--- config.mk ---
export PLATFORM = sky130hd
export DESIGN_NAME = gpch_config_header
export DESIGN_NICKNAME = d
export VERILOG_FILES = /design/src/verilog/gpch_pkg.sv /design/src/verilog/gpch_wonce_if.sv /design/src/verilog/gpch_write_once.sv /design/src/verilog/gpch_config_header.sv
export SDC_FILE = /design/constraint.sdc
export NUM_CORES = 1
export LEC_CHECK = 0
export ABC_AREA = 0
export ABC_CLOCK_PERIOD_IN_PS = 1400
export BUFFER_PORTS_ARGS = -buffer_cell sky130_fd_sc_hd__buf_2
export CAP_MARGIN = 20
export CORE_ASPECT_RATIO = 1.4
export CORE_MARGIN = 2
export CORE_UTILIZATION = 45
export CTS_CLUSTER_DIAMETER = 80
export CTS_CLUSTER_SIZE = 16
export DETAILED_ROUTE_END_ITERATION = 8
export PLACE_DENSITY_LB_ADDON = 0.1
export RECOVER_POWER = 25
export SYNTH_ARGS = -nofsm -noshare
export SYNTH_HDL_FRONTEND = slang
export SYNTH_SLANG_ARGS = --single-unit
export TNS_END_PERCENT = 1
--- constraint.sdc ---
create_clock -name clock_i -period 1.4 [get_ports clock_i]
set_input_delay 0 -clock clock_i [delete_from_list [all_inputs] [get_ports clock_i]]
set_output_delay 0 -clock clock_i [all_outputs]
set_load 0.02 [all_outputs]
--- src/verilog/gpch_pkg.sv ---
// Purpose: Shared constants of the graphics function configuration header
// Assumes: Byte-addressed configuration space, 32-bit dword accesses
// Notes:   Dword indices are byte offset divided by four
package gpch_pkg;

  localparam int unsigned CFG_AW  = 8;
  localparam int unsigned CFG_DWW = 6;

  // Printed byte offsets of the header registers
  localparam logic [CFG_AW-1:0] OFS_HEADER_LAYOUT   = 8'h0e;
  localparam logic [CFG_AW-1:0] OFS_SELF_TEST       = 8'h0f;
  localparam logic [CFG_AW-1:0] OFS_APERTURE_BASE   = 8'h10;
  localparam logic [CFG_AW-1:0] OFS_WINDOW_BASE     = 8'h14;
  localparam logic [CFG_AW-1:0] OFS_SUBSYS_VENDOR   = 8'h2c;
  localparam logic [CFG_AW-1:0] OFS_SUBSYS_IDENT    = 8'h2e;
  localparam logic [CFG_AW-1:0] OFS_OPTION_ROM      = 8'h30;
  localparam logic [CFG_AW-1:0] OFS_CAP_POINTER     = 8'h34;
  localparam logic [CFG_AW-1:0] OFS_IRQ_LINE        = 8'h3c;
  localparam logic [CFG_AW-1:0] OFS_IRQ_PIN         = 8'h3d;
  localparam logic [CFG_AW-1:0] OFS_MIN_GRANT       = 8'h3e;
  localparam logic [CFG_AW-1:0] OFS_MAX_LATENCY     = 8'h3f;

  // Dword indices that hold them
  localparam logic [CFG_DWW-1:0] DW_HEADER   = OFS_HEADER_LAYOUT[7:2];
  localparam logic [CFG_DWW-1:0] DW_APERTURE = OFS_APERTURE_BASE[7:2];
  localparam logic [CFG_DWW-1:0] DW_WINDOW   = OFS_WINDOW_BASE[7:2];
  localparam logic [CFG_DWW-1:0] DW_SUBSYS   = OFS_SUBSYS_VENDOR[7:2];
  localparam logic [CFG_DWW-1:0] DW_ROM      = OFS_OPTION_ROM[7:2];
  localparam logic [CFG_DWW-1:0] DW_CAP      = OFS_CAP_POINTER[7:2];
  localparam logic [CFG_DWW-1:0] DW_IRQ      = OFS_IRQ_LINE[7:2];

  // Fixed read values
  localparam logic [7:0]  HEADER_LAYOUT_VAL = 8'h00;
  localparam logic [7:0]  SELF_TEST_VAL     = 8'h00;
  localparam logic [31:0] OPTION_ROM_VAL    = 32'h0000_0000;
  localparam logic [7:0]  CAP_POINTER_VAL   = 8'hdc;
  localparam logic [7:0]  IRQ_PIN_VAL       = 8'h01;
  localparam logic [7:0]  MIN_GRANT_VAL     = 8'h00;
  localparam logic [7:0]  MAX_LATENCY_VAL   = 8'h00;

  // Reset values of writable state
  localparam logic [7:0]  IRQ_LINE_RST   = 8'h00;
  localparam logic [15:0] SUBSYS_RST     = 16'h0000;
  localparam logic [31:0] APERTURE_RST   = 32'h0000_0008;
  localparam logic [31:0] WINDOW_RST     = 32'h0000_0000;

  // Base register field positions and subsystem id count
  localparam int unsigned APER_BASE_LSB  = 26;
  localparam int unsigned APER_SEL_BIT   = 25;
  localparam int unsigned WIN_BASE_LSB   = 19;
  localparam int unsigned PREFETCH_BIT   = 3;
  localparam int unsigned SUBSYS_COUNT   = 2;

endpackage

--- src/verilog/gpch_wonce_if.sv ---
// Purpose: Carrier between the header and one write-once identifier
// Assumes: Single clock domain
// Notes:   Write strobe is a one-cycle pulse
`timescale 1ns/1ps
interface gpch_wonce_if;
  logic        wr;
  logic [1:0]  be;
  logic [15:0] wdata;
  logic [15:0] value;
  logic        locked;

  modport ctrl  (output wr, output be, output wdata, input value, input locked);
  modport store (input wr, input be, input wdata, output value, output locked);
endinterface

--- src/verilog/gpch_write_once.sv ---
// Purpose: 16-bit identifier that takes one write and then locks
// Assumes: Synchronous active-low reset clears value and lock
// Notes:   The first write locks even if it enables only one byte
`timescale 1ns/1ps
module gpch_write_once (
  input  wire logic       clock_i,
  input  wire logic       nrst_i,
  gpch_wonce_if.store     port
);
  import gpch_pkg::*;

  logic [15:0] value;
  logic        locked;

  // Lock on first write; only reset reopens it
  always_ff @(posedge clock_i) begin
    if (!nrst_i) begin
      locked <= 1'b0;
    end else if (port.wr) begin
      locked <= 1'b1;
    end
  end

  for (genvar b = 0; b < 2; b++) begin : g_lane
    always_ff @(posedge clock_i) begin
      if (!nrst_i) begin
        value[8*b +: 8] <= SUBSYS_RST[8*b +: 8];
      end else if (port.wr && !locked && port.be[b]) begin
        value[8*b +: 8] <= port.wdata[8*b +: 8];
      end
    end
  end

  assign port.value  = value;
  assign port.locked = locked;
endmodule

--- src/verilog/gpch_config_header.sv ---
// Purpose: Configuration header, offsets 0eh to 3fh, of a graphics function
// Assumes: Dword config accesses with byte enables; size select from same clock
// Notes:   One access per request, answered one cycle later
`timescale 1ns/1ps
module gpch_config_header (
  input  wire logic                            clock_i,
  input  wire logic                            nrst_i,
  input  wire logic                            size_select_i,
  input  wire logic                            cfg_req_i,
  input  wire logic                            cfg_wr_i,
  input  wire logic [gpch_pkg::CFG_AW-1:0]     cfg_addr_i,
  input  wire logic [3:0]                      cfg_be_i,
  input  wire logic [31:0]                     cfg_wdata_i,
  input  wire logic [31:0]                     mem_addr_i,
  output logic                                 cfg_ack_o,
  output logic [31:0]                          cfg_rdata_o,
  output logic [31:0]                          aperture_base_o,
  output logic                                 aperture_64mb_o,
  output logic [31:0]                          window_base_o,
  output logic [7:0]                           irq_routing_line_o,
  output logic [1:0]                           subsys_locked_o,
  output logic                                 aperture_hit_o,
  output logic                                 window_hit_o
);
  import gpch_pkg::*;

  logic [CFG_DWW-1:0] dword;
  logic               wr_take;
  logic               rd_take;

  logic [31:APER_SEL_BIT]  aper_hi;
  logic [31:WIN_BASE_LSB]  win_hi;
  logic [7:0]              irq_routing_line;

  logic [31:0] aperture_word;
  logic [31:0] window_word;
  logic [31:0] next_rdata;

  logic [15:0] subsys_value [SUBSYS_COUNT];
  logic        subsys_lock  [SUBSYS_COUNT];

  assign dword   = cfg_addr_i[CFG_AW-1:2];
  assign wr_take = cfg_req_i && cfg_wr_i;
  assign rd_take = cfg_req_i && !cfg_wr_i;

  // Aperture base high bits
  always_ff @(posedge clock_i) begin
    if (!nrst_i) begin
      aper_hi <= APERTURE_RST[31:APER_SEL_BIT];
    end else begin
      if (wr_take && dword == DW_APERTURE && cfg_be_i[3]) begin
        aper_hi[31:APER_BASE_LSB] <= cfg_wdata_i[31:APER_BASE_LSB];
      end
      // Bit drops to zero whenever the 64 MB size is chosen
      if (!size_select_i) begin
        aper_hi[APER_SEL_BIT] <= 1'b0;
      end else if (wr_take && dword == DW_APERTURE && cfg_be_i[3]) begin
        aper_hi[APER_SEL_BIT] <= cfg_wdata_i[APER_SEL_BIT];
      end
    end
  end

  // Register window base, 13 bits over two byte lanes
  always_ff @(posedge clock_i) begin
    if (!nrst_i) begin
      win_hi <= WINDOW_RST[31:WIN_BASE_LSB];
    end else if (wr_take && dword == DW_WINDOW) begin
      if (cfg_be_i[3]) begin
        win_hi[31:24] <= cfg_wdata_i[31:24];
      end
      if (cfg_be_i[2]) begin
        win_hi[23:WIN_BASE_LSB] <= cfg_wdata_i[23:WIN_BASE_LSB];
      end
    end
  end

  // Interrupt line is stored for software and mirrored on irq_routing_line_o
  always_ff @(posedge clock_i) begin
    if (!nrst_i) begin
      irq_routing_line <= IRQ_LINE_RST;
    end else if (wr_take && dword == DW_IRQ && cfg_be_i[0]) begin
      irq_routing_line <= cfg_wdata_i[7:0];
    end
  end

  // Subsystem vendor id in low half, subsystem id in high half
  for (genvar i = 0; i < SUBSYS_COUNT; i++) begin : g_subsys
    gpch_wonce_if wonce ();

    assign wonce.wr    = wr_take && dword == DW_SUBSYS && |cfg_be_i[2*i +: 2];
    assign wonce.be    = cfg_be_i[2*i +: 2];
    assign wonce.wdata = cfg_wdata_i[16*i +: 16];
    assign subsys_value[i] = wonce.value;
    assign subsys_lock[i]  = wonce.locked;

    gpch_write_once u_ident (
      .clock_i (clock_i),
      .nrst_i  (nrst_i),
      .port    (wonce.store)
    );
  end

  // Hardwired low bits fill out the base registers
  always_comb begin
    aperture_word = APERTURE_RST;
    aperture_word[31:APER_SEL_BIT] = aper_hi;
    // Mask bit 25 at once; the stored copy only clears a cycle later
    aperture_word[APER_SEL_BIT] = aper_hi[APER_SEL_BIT] && size_select_i;
    window_word = WINDOW_RST;
    window_word[31:WIN_BASE_LSB] = win_hi;
  end

  // Read mux; unmapped dwords and bytes below 0eh read zero
  always_comb begin
    next_rdata = 32'h0000_0000;
    case (dword)
      DW_HEADER: begin
        next_rdata[23:16] = HEADER_LAYOUT_VAL;
        next_rdata[31:24] = SELF_TEST_VAL;
      end
      DW_APERTURE: begin
        next_rdata = aperture_word;
      end
      DW_WINDOW: begin
        next_rdata = window_word;
      end
      DW_SUBSYS: begin
        next_rdata = {subsys_value[1], subsys_value[0]};
      end
      DW_ROM: begin
        next_rdata = OPTION_ROM_VAL;
      end
      DW_CAP: begin
        next_rdata[7:0] = CAP_POINTER_VAL;
      end
      DW_IRQ: begin
        next_rdata = {MAX_LATENCY_VAL, MIN_GRANT_VAL, IRQ_PIN_VAL,
                      irq_routing_line};
      end
      default: begin
        next_rdata = 32'h0000_0000;
      end
    endcase
  end

  // Every request is answered, write or read, mapped or not
  always_ff @(posedge clock_i) begin
    if (!nrst_i) begin
      cfg_ack_o <= 1'b0;
    end else begin
      cfg_ack_o <= cfg_req_i;
    end
  end

  // Read data holds until the next read is taken
  always_ff @(posedge clock_i) begin
    if (!nrst_i) begin
      cfg_rdata_o <= 32'h0000_0000;
    end else if (rd_take) begin
      cfg_rdata_o <= next_rdata;
    end
  end

  // Mirrors of programmed state for the rest of the function
  always_ff @(posedge clock_i) begin
    if (!nrst_i) begin
      aperture_base_o    <= APERTURE_RST;
      aperture_64mb_o    <= 1'b1;
      window_base_o      <= WINDOW_RST;
      irq_routing_line_o <= IRQ_LINE_RST;
      subsys_locked_o    <= 2'b00;
    end else begin
      aperture_base_o    <= aperture_word;
      aperture_64mb_o    <= !size_select_i;
      window_base_o      <= window_word;
      irq_routing_line_o <= irq_routing_line;
      subsys_locked_o    <= {subsys_lock[1], subsys_lock[0]};
    end
  end

  // Address decode against the assigned ranges, one cycle late
  // A 32 MB aperture compares bit 25 as well, 64 MB ignores it
  always_ff @(posedge clock_i) begin
    if (!nrst_i) begin
      aperture_hit_o <= 1'b0;
      window_hit_o   <= 1'b0;
    end else begin
      if (size_select_i) begin
        aperture_hit_o <= mem_addr_i[31:APER_SEL_BIT] == aper_hi;
      end else begin
        aperture_hit_o <= mem_addr_i[31:APER_BASE_LSB] == aper_hi[31:APER_BASE_LSB];
      end
      window_hit_o <= mem_addr_i[31:WIN_BASE_LSB] == win_hi;
    end
  end

endmodule

======== Yosys cells after proc, flatten, opt, wreduce, memory -nomap -nowiden ========
Index checks and enable logic that the tools add are counted.
word-level totals
  bits in registers ....................... 172
cells by class
  reduce and logical (&&, ||, !) cells .... 26
  eq/ne operators ......................... 8
  multiplexer cells ....................... 4
operators with widths
  kind                                                             number
  16-bit one-hot mux with 3 select lines                           1
  8-bit one-hot mux with 4 select lines                            1
  6-bit by 4-bit == test with 1-bit output, second input constant  3
  1-bit logical AND                                                17
  8-bit one-hot mux with 2 select lines                            1
  13-bit == test                                                   1
  6-bit by 3-bit == test with 1-bit output, second input constant  2
  7-bit == test                                                    1
  6-bit == test                                                    1
  2-bit AND reduction                                              3
  1-bit zero test                                                  4
  2-bit OR reduction                                               2
  1-bit two-way mux                                                1

======== Longest topological paths before layout ========
  depth in word-level cells ............... 5
  gate-level depth with buffers ........... 7
  gate-level depth less buffers ........... 4

======== By module ========
From an unflattened synthesis, not the netlist that was laid out.
unflattened totals
  cells, all modules ...................... 563
  area, all modules ....................... 5435.2 um^2
by module, submodules not included
  module              instances  seq. area each (um^2)  cells each  area each (um^2)
  gpch_config_header  1          1881.8                 415         4058.9
  gpch_write_once     2          340.3                  74          688.2

======== Worst setup path after synthesis ========
Ideal clock, no wire load.
  path type ............................... input-to-reg
  start point ............................. in cfg_addr_i[7] in the netlist's numbering
  end point ............................... reg aper_hi[25] in the netlist's numbering
  setup slack ............................. 0.146 ns
  data required time ...................... 1.279 ns
  arrival time ............................ 1.133 ns
  stages on the path ...................... 5
  path buffers ............................ 1
  path through ............................ or2_2 buf_4 nor2_4 nand4_4 mux2_2
on the way
  longest elaborated chain between the ends .. 3
ends and longest elaborated chain
  item                                      RTL line                  RTL
  start, declared                           gpch_config_header.sv:11  input wire logic [gpch_pkg::CFG_AW-1:0] cfg_addr_i,
  6-bit by 3-bit == test with 1-bit output  gpch_config_header.sv:57  end else if (wr_take && dword == DW_APERTURE && cfg_be_i[3]) begin
  1-bit logical AND (2 in series)           gpch_config_header.sv:57
  end signal, assigned                      gpch_config_header.sv:49  aper_hi <= APERTURE_RST[31:APER_SEL_BIT];
  end signal, assigned by index             gpch_config_header.sv:52  aper_hi[31:APER_BASE_LSB] <= cfg_wdata_i[31:APER_BASE_LSB];
  end signal, assigned by index             gpch_config_header.sv:58  aper_hi[APER_SEL_BIT] <= cfg_wdata_i[APER_SEL_BIT];
  end, declared                             gpch_config_header.sv:31  logic [31:APER_SEL_BIT] aper_hi;
Every way passes these cells.
A chain may end at the register's enable or synchronous reset.

======== Worst setup path in the final report ========
  start point ............................. in cfg_req_i
  end point ............................... reg cfg_rdata_o[6]
on the way
  longest elaborated chain between the ends .. 1
ends and longest elaborated chain
  item                  RTL line                   RTL
  start, declared       gpch_config_header.sv:9    input wire logic cfg_req_i,
  1-bit logical AND     gpch_config_header.sv:44   assign rd_take = cfg_req_i && !cfg_wr_i;
  end signal, assigned  gpch_config_header.sv:160  cfg_rdata_o <= next_rdata;
  end, declared         gpch_config_header.sv:16   output logic [31:0] cfg_rdata_o,
Every way passes these cells.

==> results.cfg <==
[layout]
layout.nets = 834
drive_above_1_share = 0.2363
post-route-cell-area_um2 = 7062
diodes = 0
syn_to_final_growth_pct = 34.77
final_cell_mix = 128 x dfxtp_1, 107 x nand2_1, 107 x buf_2
nFillCells = 1004
mostFrequentLayoutCell = dfxtp_1

[setup_path]
critical_path_arrival_ns = 1.54
max_stage_delay_ns = 0.52
end_kind = register
critPathRequiredTime_ns = 1.71
crit_path_start_kind = primary input
crit_slowest_cell = dlygate4sd3_1
path_cells = dlygate4sd3_1 > buf_2 > nand2b_1 > nor2_1 > o2111ai_2 > o31ai_1
path_class = primary input to register
path_max_fanout = 6

[pwr]
power_density_nw_per_um2 = 1253
p_sw_mw = 1.947
seqPwrFrac = 0.415
p_leak_nw = 3.317
comb_power_share = 0.071
irDropWorstVdd_mv = 0.7238
p_int_mw = 6.900
finalPower_mw = 8.847
clkPwrFrac = 0.514
swShare = 0.2200

[sta]
final-setup-viol-count = 0
final-max-slew-violation-count = 0
rsz0062_at_grt = false
timing.slew.headroom = 0.5005
max_slew.worst_pin.slew_ns = 0.7493
fmaxAchievable_mhz = 813.3
fin_worst_skew_ns = 0.005073
min_period_over_period = 0.8782
min_period_ns = 1.229
hold_viol = 0
tns_ns = 0

[global_route]
grt_util_all_layers = 0.2083
grt_pass1_wl_um = 20450
grt_max_degree = 77
antenna_found_initial = 0
gr-total-overflow = 0
first_global_vias = 4280

[clocking]
htreeDepth = 4
cts_tree = done
ctsLongestPathBuffers = 2
numCtsBuffers = 17
post-cts-setup-buffers = 0
root_buffer = clkbuf_16
cts.sinks = 128
clock_latency_ns = 0.40
path_clk_slew_ns = 0.06

[die]
start_util = 0.4621
rows = 46
ios = 191
die_h_um = 131.7
dieArea_um2 = 12540
core_area_um2 = 11340
die_x_um = 95.20

[placement]
dpl_cell_area_um2 = 5959
gp_congestion = 0.8207
portBuffers = 125
dpl.hpwl_um = 8930

[synthesis]
synth-edff-count = 0
syn_area_um2 = 5240
ys_top_cells_by_area = dfxtp_1 49%, mux2i_1 8.2%, nand2_1 7.7%
synth_top_area_share = 0.4890
synthArstFlopShare = 0
yosysUniqueCellTypes = 47
yosysTopAreaCell = dfxtp_1
synth_ff_type = dfxtp_1
synth_area_per_cell_um2 = 9.209
synth_cells = 569
ys_seq_elements = 128
ys_warn_count = 0
yosysSeqAreaShare = 0.4890

[drt]
drc = 0
top_layer = met4
first_pass_iters = 4
wl_met3_um = 622
viasPerCell = 4.826
post_drt_wl_per_cell_um = 14.04
routed_wl_um = 12780
met1Wirelength_um = 5323
ant_nets = 0
first_iter_violations = 137
wl_met2_um = 6587
vias = 4392

[run]
maxCapViolCount = 0

[worst_hold_path]
hp-class = primary input to register

[run_status]
status = complete, no violations
-- routing by layer --
layer	global-route usage	vias up
met5	0	-
met4	0.08132	0
met3	0.04243	16
met2	0.3635	141
met1	0.2438	2044
li1	-	2191
-- power groups by stage --
stage / combinational (mW) / sequential, mW / clock, mW
after floorplan: 0.395 / 3.77 / 0
after global routing: 0.684 / 3.67 / 4.82
after global placement: 0.515 / 3.75 / 0
after CTS: 0.629 / 3.67 / 4.62
after detailed placement: 0.517 / 3.75 / 0
final: 0.629 / 3.67 / 4.54
-- critical path, delay by kind of cell --
kind,cells,cell delay (ns)
compound gates,2,0.51
buf+inv,2,0.68
simple gates,2,0.34
-- state kept, by name (all words and copies together) (netlist names), 2 cells and up --
| name | flops |
|---|---|
| subsys_locked_o | 2 |
| g_subsys.u_ident.port.locked | 2 |
| irq_routing_line_o | 8 |
| aper_hi | 7 |
| win_hi | 13 |
| irq_routing_line | 8 |
| g_subsys.u_ident.port.value | 32 |
| cfg_rdata_o | 32 |
| window_base_o | 13 |
| aperture_base_o | 7 |
-- per-stage QoR --
step | cells | hold WS, ns | utilization | worst slack, ns
after floorplan | 611 | 0.06194 | - | 0.1458
final | 910 | 0.02351 | 0.6228 | 0.1705
after global placement | 827 | 0.2110 | 0.5256 | 0.04738
after global routing | 910 | 0.03840 | 0.6228 | 0.02492
after detailed placement | 827 | 0.2095 | 0.5256 | -0.005199
after CTS | 910 | 0.02270 | 0.6251 | 0.1253
-- cells in the mapped netlist, drive strengths merged, types with 5 or more instances --
master and n:
dfxtp 128, nand2 107, buf 58, mux2i 43, o21ai 33, nand3 32, inv 28, clkbuf 19
nor2 16, xnor2 15, a21boi 10, a22oi 7, mux2 7, a21oi 6, a221oi 6, a22o 6
and2 6, xor2 5
-- area by class of cell --
class | count | area, um2 | share of cell area
clock inverter | 9 | 130.1 | 0.01843
timing repair buffer | 200 | 1335 | 0.1891
clock buffer | 23 | 488.0 | 0.06910
sequential | 128 | 2562 | 0.3629
inverter | 28 | 105.1 | 0.01488
multi-input combinational | 378 | 2261 | 0.3202
tap | 144 | 180.2 | 0.02551
-- final timing paths --
check	from	endpoint	slack, ns	depth (start not counted)
worst max-delay path	cfg_req_i	cfg_rdata_o[6]$_SDFFE_PN0P_	0.17	6
worst min-delay path	nrst_i	aperture_hit_o$_SDFF_PN0_	0.02	3
worst max register to register	win_hi[28]$_SDFFE_PN0P_	window_hit_o$_SDFF_PN0_	0.26	4
worst min register to register	cfg_rdata_o[25]$_SDFFE_PN0P_	cfg_rdata_o[25]$_SDFFE_PN0P_	0.45	2
-- cells by family (layout without fill, tap and decap cells) --
group | count (synthesis) | in the layout | synth area share
buffers and inverters | 105 | 260 | 0.1115
AND/OR/NAND/NOR | 184 | 184 | 0.1683
AO/OA/AOI/OAI | 80 | 80 | 0.09909
multiplexers | 50 | 50 | 0.09718
XOR/XNOR | 20 | 20 | 0.03343
flip-flops | 128 | 128 | 0.4890
other | 2 | 44 | 0.001433
-- repair_timing --
item / in CTS / in global routing
endpoints found under the hold margin: 68 / 0
hold buffers: 51 / 0
setup endpoints to repair: 0 / 4
gates resized for setup: 0 / 2
Note: power is estimated with default switching activity, not from simulation.
